[config.mk]
export PLATFORM = sky130hd
export DESIGN_NAME = tlsf_status_flags
export DESIGN_NICKNAME = d
export VERILOG_FILES = /design/src/rtl/tlsf_pkg.sv /design/src/rtl/tlsf_status_flags.sv
export SDC_FILE = /design/constraint.sdc
export NUM_CORES = 2
export LEC_CHECK = 0
export BUFFER_PORTS_ARGS = -buffer_cell sky130_fd_sc_hd__buf_2
export CAP_MARGIN = 15
export CORE_MARGIN = 2
export CORE_UTILIZATION = 62
export CTS_CLUSTER_SIZE = 14
export DETAILED_ROUTE_END_ITERATION = 8
export PLACE_DENSITY = 0.94
export SYNTH_ARGS = -nofsm -noshare
export SYNTH_HDL_FRONTEND = slang
export SYNTH_SLANG_ARGS = --single-unit
[constraint.sdc]
create_clock -name clock -period 7.9 [get_ports clock]
set_input_delay 2.37 -clock clock [delete_from_list [all_inputs] [get_ports clock]]
set_output_delay 2.37 -clock clock [all_outputs]
set_load 0.02 [all_outputs]
[src/rtl/tlsf_pkg.sv]
// package for the temperature limit status flags block
// assumes a two-wire bus engine outside that turns bus cycles into
// pointer-addressed register strobes on the device clock
`default_nettype none
package tlsf_pkg;
  // register pointers
  localparam logic [7:0] PTR_SOFT_RESET_CONTROL = 8'h20;
  localparam logic [7:0] PTR_FIRST_LIMIT_FLAGS = 8'h21;
  localparam logic [7:0] PTR_SECOND_LIMIT_FLAGS = 8'h22;
  localparam logic [7:0] PTR_REMOTE_OPEN_FLAGS = 8'h23;
  // field positions and reset values
  localparam int SOFT_RESET_BIT = 15;
  localparam int FLAG_LSB = 7;
  localparam int OPEN_LSB = 8;
  localparam logic [15:0] SOFT_RESET_POR = 16'h0000;
  localparam logic [15:0] UNMAPPED_READ = 16'h0000;
  localparam int NUM_CHAN = 9;
  localparam logic [3:0] LOCAL_CHAN = 4'h0;

  // one register access from the bus engine
  typedef struct packed {
    logic wrStrobe;
    logic rdStrobe;
    logic [7:0] pointer;
    logic [15:0] wdata;
  } tlsf_reg_req_t;

  // one stored conversion result
  typedef struct packed {
    logic valid;
    logic [3:0] chan;
    logic [15:0] temp;
    logic open;
  } tlsf_conv_t;
endpackage
`default_nettype wire

[src/rtl/tlsf_status_flags.sv]
// limit comparators, status flags, alert outputs and software reset
// assumes limits, hysteresis, lock state and conversion results come
// from logic on the same clock, so no input is synchronised
`default_nettype none
// What this block does
// - soft reset register sits at pointer 20h, read/write, powers up zero
// - writing one to bit 15 resets device registers; bits 14-0 read zero
// - while registers are locked, a soft reset write is ignored
// - first-limit flags register at pointer 21h is read-only
// - first-limit bits 15-8 are remote 8-1, bit 7 local, 6-0 zero
// - first-limit flag sets when temperature exceeds that channel's limit
// - first-limit flag clears below first limit minus shared hysteresis
// - first alert is low while any channel is over its first limit
// - temperature equal to limit minus hysteresis releases flag and output
// - second-limit flags register at pointer 22h is read-only
// - second-limit bits 15-8 are remote 8-1, bit 7 local, 6-0 zero
// - second-limit flag sets when temperature exceeds its second limit
// - second-limit flag clears below second limit minus shared hysteresis
// - second alert is low while any channel is over its second limit
// - remote open flags register at pointer 23h is read-only
// - open bits 15-8 flag remote 8-1 open circuit; bits 7-0 zero
// - open flags never drive either alert output directly
module tlsf_status_flags (
  input wire logic clock,
  input wire logic rst,
  input wire tlsf_pkg::tlsf_reg_req_t regReq,
  output logic [15:0] regRdata,
  input wire tlsf_pkg::tlsf_conv_t convResult,
  input wire logic [8:0][15:0] firstLimit,
  input wire logic [8:0][15:0] secondLimit,
  input wire logic [15:0] hysteresis,
  input wire logic registerLockOn,
  output logic softResetPulse,
  output logic first_alert_n,
  output logic second_alert_n
);

  logic [8:0] overFirst_reg;
  logic [8:0] overSecond_reg;
  logic [8:1] remoteOpen_reg;
  logic [8:0] overFirst_next;
  logic [8:0] overSecond_next;
  logic [8:1] remoteOpen_next;
  logic [15:0] regRdata_reg;
  logic softResetPulse_reg;
  logic firstAlertN_reg;
  logic secondAlertN_reg;
  logic [8:0] hitVec;
  logic [8:0] firstCmpOver;
  logic [8:0] firstCmpRel;
  logic [8:0] secondCmpOver;
  logic [8:0] secondCmpRel;
  logic [8:0] firstAtRel;
  logic [8:0] secondAtRel;

  // named views of the flag groups
  wire localOverFirstLimit = overFirst_reg[0];
  wire [8:1] remoteOverFirstLimit = overFirst_reg[8:1];
  wire localOverSecondLimit = overSecond_reg[0];
  wire [8:1] remoteOverSecondLimit = overSecond_reg[8:1];
  wire [8:1] remote_diode_open = remoteOpen_reg;

  // register access decode
  wire hitSoft = regReq.pointer == tlsf_pkg::PTR_SOFT_RESET_CONTROL;
  wire hitFirst = regReq.pointer == tlsf_pkg::PTR_FIRST_LIMIT_FLAGS;
  wire hitSecond = regReq.pointer == tlsf_pkg::PTR_SECOND_LIMIT_FLAGS;
  wire hitOpen = regReq.pointer == tlsf_pkg::PTR_REMOTE_OPEN_FLAGS;
  // a locked device drops the reset request before it reaches anything
  wire softTrigger = regReq.wrStrobe && hitSoft &&
    regReq.wdata[tlsf_pkg::SOFT_RESET_BIT] && !registerLockOn;

  // status words; writes to 21h-23h have no path into the flags
  wire [15:0] firstWord = {localFirstPad(overFirst_reg)};
  wire [15:0] secondWord = {localFirstPad(overSecond_reg)};
  wire [15:0] openWord = {remoteOpen_reg, 8'h00};

  // the bit register self-clears, so the whole word always reads zero
  wire [15:0] rdMux =
    hitSoft ? tlsf_pkg::SOFT_RESET_POR :
    hitFirst ? firstWord :
    hitSecond ? secondWord :
    hitOpen ? openWord : tlsf_pkg::UNMAPPED_READ;

  // flags sit above seven zero bits, local at the bottom
  function automatic logic [15:0] localFirstPad(input logic [8:0] f);
    localFirstPad = {f, 7'h00};
  endfunction

  // per-channel comparators and flag next state
  generate
    for (genvar i = 0; i < tlsf_pkg::NUM_CHAN; i++) begin : gChan
      // two guard bits so a low limit minus a large hysteresis cannot wrap
      wire signed [17:0] tempS = {{2{convResult.temp[15]}}, convResult.temp};
      wire signed [17:0] hystS = {2'b00, hysteresis};
      wire signed [17:0] lim1 = {{2{firstLimit[i][15]}}, firstLimit[i]};
      wire signed [17:0] lim2 = {{2{secondLimit[i][15]}}, secondLimit[i]};
      assign hitVec[i] = convResult.valid && convResult.chan == 4'(i);
      assign firstCmpOver[i] = tempS > lim1;
      // equality with limit minus hysteresis already releases
      assign firstCmpRel[i] = tempS <= lim1 - hystS;
      assign secondCmpOver[i] = tempS > lim2;
      assign secondCmpRel[i] = tempS <= lim2 - hystS;
      // exact threshold hits, watched by the release checks below
      assign firstAtRel[i] = tempS == lim1 - hystS;
      assign secondAtRel[i] = tempS == lim2 - hystS;
      // between the two thresholds the flag holds its state
      assign overFirst_next[i] = !hitVec[i] ? overFirst_reg[i] :
        firstCmpOver[i] ? 1'b1 :
        firstCmpRel[i] ? 1'b0 : overFirst_reg[i];
      assign overSecond_next[i] = !hitVec[i] ? overSecond_reg[i] :
        secondCmpOver[i] ? 1'b1 :
        secondCmpRel[i] ? 1'b0 : overSecond_reg[i];
      if (i > 0) begin : gRemote
        assign remoteOpen_next[i] = hitVec[i] ? convResult.open :
          remoteOpen_reg[i];
      end
    end
  endgenerate

  // flags; a soft reset clears them like a power-on
  always_ff @(posedge clock) begin
    if (rst || softTrigger) begin
      overFirst_reg <= '0;
      overSecond_reg <= '0;
      remoteOpen_reg <= '0;
    end else begin
      overFirst_reg <= overFirst_next;
      overSecond_reg <= overSecond_next;
      remoteOpen_reg <= remoteOpen_next;
    end
  end

  // alerts follow the flag next state so they change with the flags;
  // open bits are deliberately absent from these terms
  always_ff @(posedge clock) begin
    if (rst || softTrigger) begin
      firstAlertN_reg <= 1'b1;
      secondAlertN_reg <= 1'b1;
    end else begin
      firstAlertN_reg <= ~|overFirst_next;
      secondAlertN_reg <= ~|overSecond_next;
    end
  end

  // read data is captured on the read strobe and held until the next
  always_ff @(posedge clock) begin
    if (rst) begin
      regRdata_reg <= 16'h0000;
      softResetPulse_reg <= 1'b0;
    end else begin
      if (regReq.rdStrobe) begin
        regRdata_reg <= rdMux;
      end
      softResetPulse_reg <= softTrigger;
    end
  end

  assign regRdata = regRdata_reg;
  assign softResetPulse = softResetPulse_reg;
  assign first_alert_n = firstAlertN_reg;
  assign second_alert_n = secondAlertN_reg;

  wire wrSoftOne = regReq.wrStrobe && hitSoft &&
    regReq.wdata[tlsf_pkg::SOFT_RESET_BIT];
  wire wrStatus = regReq.wrStrobe && (hitFirst || hitSecond || hitOpen);
endmodule
`default_nettype wire

After elaboration in Yosys (flattened, before gate mapping) --
Index checks and enable logic that the tools add are counted.
Word-level totals: register bits after elaboration 45, input port bits 355, output and inout port bits 19, word-level logic and storage cells 157
Cells by class: add/subtract/negate cells 18, order comparisons 36, eq/ne operators 12, muxes and demuxes 58, reduce and logical (&&, ||, !) cells 19
Operator list (number):
- <= comparator 16 x 18 -> 1 bit | 18
- subtractor 16 x 17 -> 18 bit | 18
- greater-than comparator 16 bit | 18
- two-way mux 16 bit | 4
- two-way mux 1 bit | 54
- equality test 8 x 6 -> 1 bit (second input constant) | 4
- OR reduction 9 bit | 2
- equality test 4 x 3 -> 1 bit (second input constant) | 4
- logical AND 1 bit | 12
- equality test 4 x 2 -> 1 bit (second input constant) | 2
- equality test 4 x 1 -> 1 bit (second input constant) | 1
- equality test 4 bit (second input constant) | 1
- zero test 4 bit | 1
- zero test 1 bit | 3
- logical OR 1 bit | 1

Longest topological paths before layout --
depth after elaboration 7, mapped depth 22, mapped depth without buffers 22

Worst setup path before layout --
No wires, ideal clock.
kind input to register, from in hysteresis[1], to reg secondAlertN_reg, in the netlist second_alert_n, library setup time 0.059 ns, data arrival time 7.149 ns, required time 7.841 ns, setup slack 0.693 ns, cell stages on the path 21, buffers on the path 0, cell sequence inv_1 ha_1 nor2b_1 o21ai_0 nand2b_1 a2111oi_0 o31ai_1 o21ai_0 o2111ai_1 a21oi_1 xnor2_1 ha_1 nand3_1 or3_4 or4_4 o221ai_2 mux2_1 a32o_2 nor3_1 and4_1 a31o_1
On the way: word-level cells in the longest chain between the ends 7, elaborated cells on any way between the ends 47, those cells by class 9 x add/sub; 9 x order compare; 27 x mux; 2 x reduce/logical
Ends and longest elaborated chain:
- start: declaration | line tlsf_status_flags.sv:31 | input wire logic [15:0] hysteresis,
- subtractor 16 x 17 -> 18 bit
- <= comparator 16 x 18 -> 1 bit | line tlsf_status_flags.sv:102 | assign secondCmpRel[i] = tempS <= lim2 - hystS;
- two-way mux 1 bit | line tlsf_status_flags.sv:112 | secondCmpRel[i] ? 1'b0 : overSecond_reg[i];
- two-way mux 1 bit | line tlsf_status_flags.sv:111 | secondCmpOver[i] ? 1'b1 :
- two-way mux 1 bit | line tlsf_status_flags.sv:110 | assign overSecond_next[i] = !hitVec[i] ? overSecond_reg[i] :
- OR reduction 9 bit (*) | line tlsf_status_flags.sv:141 | secondAlertN_reg <= ~|overSecond_next;
- zero test 1 bit (*) | line tlsf_status_flags.sv:141
- end signal: assignment | line tlsf_status_flags.sv:141
- end: declaration | line tlsf_status_flags.sv:47 | logic secondAlertN_reg;
Mark *: on every way between the ends. The rest lies on a longest branch, timed or not. A chain may end at the register's enable or synchronous reset.

Final worst setup path --
from in hysteresis[0], to reg secondAlertN_reg, in the netlist second_alert_n
The elaborated chain is that of the path after synthesis.

==> metrics.cfg <==
[sta]
slew_headroom_pct=38.3
worst_hold_margin_ns=0.452
final.period_utilization_pct=95.6
finalSetupTns_ns=0
finalClockSkew_ns=0.00456
final-hold-violation-count=0
finalSetupViolCount=0
post_layout_minimum_cycle_time_ns=7.55
rsz0062_at_grt=no
tightest_slew_ns=0.926
timing_max_transition_violations_final=0
max_freq_mhz=132

[synthesis]
synth.yosys.warnings=0
postSynthCellCount=3881
synth_area_leaders=sky130_fd_sc_hd__ha_1 (39%), sky130_fd_sc_hd__a21oi_1 (6.0%), sky130_fd_sc_hd__inv_1 (5.8%)
number_of_flops_mapped_to_enable_cells_by_yosys=0
synth_top_flop_cell=sky130_fd_sc_hd__dfxtp_1
post_synth.cell_area_avg_um2=7.54
async_flop_share_pct=0
synth_seq_area_share_pct=2.60
synthDominantCellAreaShare_pct=39.2
syn-cell-area_um2=29300
leading_post_synthesis_cells_by_instance_count=sky130_fd_sc_hd__ha_1 (918), sky130_fd_sc_hd__inv_1 (451), sky130_fd_sc_hd__a21oi_1 (350)
yosys_register_bits=38
post_synth_num_cell_types=79
synth_area_leader_cell=sky130_fd_sc_hd__ha_1
post-synth-top-count-cell=sky130_fd_sc_hd__ha_1

[floorplanning]
initial_core_util_pct=62.9
core_area_um2=46600
pin_count=374
fp.dieArea_um2=49000
core.rowCount=79
die_w_um=221
die_height_um=221

[critical_path]
kind_of_launch_point_of_the_worst_setup_path=input port
critical-path-slowest-cell=sky130_fd_sc_hd__a2111oi_0
reg2reg_from=overFirst_reg[8]
cp_cell_sequence=buf_2, ha_1, nor2b_1, o21ai_0, nand2b_1, a2111oi_0, o31ai_1, o21ai_0, o2111ai_1, a21oi_1, xnor2_1, ha_1, nand3_1, or3_4, or4_4, o221ai_2, mux2_1, a32o_2, nor3_1, and4_1, a31o_1
critical-path-max-stage-delay_ns=0.66
critical_path.n_buffers_inverters=1
path_delay_family=compound AO/OA/AOI/OAI gates
critical_path.endpoint_type=flip-flop
cp.arrival_ns=7.77
cp_max_fo=8
cp_data_required_time_ns=8.12
timing_worst_setup_path_type=input port to flip-flop
startpoint=hysteresis[0]

[power]
leakage_nw=17.2
cellPowerDensity_nw_per_um2=91.9
max-vdd-ir-drop_uv=77.3
finalPower_mw=2.97

[cts]
setup_repair_bufs_after_cts=0
post_cts.resized_instances=0
cts.sinks=38
h_tree_depth=2
clk_root_buffer_cell=sky130_fd_sc_hd__clkbuf_16
clock_tree_from_tritoncts=yes
path_clk_slew_ns=0.06
cts_inserted_buffers=5
clk_path_buf_depth=2
ctsHoldBuffers=0
worstSkewPairLatency_ns=0.28

[global_routing]
grt_pass1_wl_um=157000
gr-usage-all-layers_pct=39.7
first_global_vias=30444
global_route.overflow_total=0
antenna_found_initial=12
largest_net_degree_at_the_start_of_global_routing=58

[drt]
routedWlPerCell_um=20.9
detail_route.iter0.violations=2676
vias=31918
routed_wl_um=102000
post_drt_via_cell_ratio=6.51
drt_first_pass_iters=9
route.antenna.remaining_nets=0
route.detailed.drc=2

[layout]
design.final.nets=5579
layout-drive-gt1-share_pct=11.0
layout.filler_cells=3720
layout-area-overhead-vs-synth_pct=10.5

[hold_path]
holdCritPathClass=flip-flop to flip-flop
hold_start=remoteOpen_reg[4]

[status]
violations=DRC
status=finished with violations

[placement]
post-dp-hpwl_um=84100
gp_congestion=0.988
io_buffer_count=351

[run]
drv.max_cap_violation_count=0

[kinds of logic (layout without fill, tap and decap cells)]
group,Yosys count,after routing,share of synthesized area (%)
fa+ha+maj,936,936,40.5
simple gates,1118,1118,19.6
flops,38,38,2.60
buf+inv,470,872,6.12
xor+xnor,241,241,7.21
other cells,1,13,0.0128
compound gates,1060,1060,23.4
mux,17,17,0.628
[cells in the final DEF, fill, tap and decap left out, types with 26 or more instances in the layout]
cell                        instances
sky130_fd_sc_hd__nand4_1          104
sky130_fd_sc_hd__or3_1             56
sky130_fd_sc_hd__xnor2_1           89
sky130_fd_sc_hd__o21a_1            76
sky130_fd_sc_hd__a21o_1           117
sky130_fd_sc_hd__o21bai_1          33
sky130_fd_sc_hd__nor2b_1           75
sky130_fd_sc_hd__xor2_1           152
sky130_fd_sc_hd__nand2_1          173
sky130_fd_sc_hd__nor3_1            91
sky130_fd_sc_hd__buf_2            350
sky130_fd_sc_hd__o2111ai_1         26
sky130_fd_sc_hd__inv_1            449
sky130_fd_sc_hd__a211oi_1          56
sky130_fd_sc_hd__dfxtp_1           38
sky130_fd_sc_hd__nand2b_1          71
sky130_fd_sc_hd__buf_4             62
sky130_fd_sc_hd__nor2_1           273
sky130_fd_sc_hd__ha_1             918
sky130_fd_sc_hd__o21ai_0          185
sky130_fd_sc_hd__a21oi_1          350
sky130_fd_sc_hd__o211ai_1          32
sky130_fd_sc_hd__nand3_1          134
[final cells by class]
class / count / area, µm² / share of cell area (%)
antenna: 6 / 15.0 / 0.0464
clock inverter: 1 / 5.00 / 0.0155
sequential: 38 / 761 / 2.35
multi-input combinational: 3379 / 26700 / 82.7
inverter: 451 / 1690 / 5.23
clock buffer: 7 / 143 / 0.441
timing repair buffer: 413 / 2240 / 6.91
tap: 607 / 759 / 2.35
[worst register-to-register path, cell delays in order (launching register included)]
cell and delay (ns):
sky130_fd_sc_hd__dfxtp_1 0.44, sky130_fd_sc_hd__o21ai_0 0.16, sky130_fd_sc_hd__o22ai_1 0.46, sky130_fd_sc_hd__a211oi_1 0.18
sky130_fd_sc_hd__o2111a_1 0.18, sky130_fd_sc_hd__a31o_1 0.20
[where the power goes]
group	total, mW	switching (mW)	internal, mW
clock	0.199	0.0735	0.125
sequential	0.206	0.00825	0.198
combinational	2.57	1.47	1.09
[metal layers]
layer / routed length (µm) / part of all wire [%] / up-vias / global-route usage, %
li1: - / - / 15179 / -
met3: 11500 / 11 / 477 / 6.96
met1: 39700 / 39 / 14553 / 49.0
met2: 42900 / 42 / 1699 / 63.0
met4: 8180 / 8.0 / 10 / 26.8
met5: 57 / 0.056 / - / 0
[path summary, 6_finish.rpt]
kind                                          end  slack [ns]  depth (start not counted)
worst max-delay path               second_alert_n        0.35                         21
worst min register to register  remoteOpen_reg[4]        0.45                          2
worst min-delay path            remoteOpen_reg[4]        0.45                          2
worst max register to register      first_alert_n        6.18                          5
[metrics by stage]
stage | cell area, µm² | std cells | worst slack [ns] | util, %
6_report | 32400 | 4902 | 0.349 | 69.5
5_1_grt | 32300 | 4900 | 0.0576 | 69.5
4_1_cts | 32300 | 4896 | 0.442 | 69.5
3_5_place_dp | 32200 | 4888 | 0.206 | 69.1
3_3_place_gp | 32200 | 4888 | 0.326 | 69.1
2_1_floorplan | 29300 | 3887 | 0.693 | -
Power figures use the tool's default switching activity.
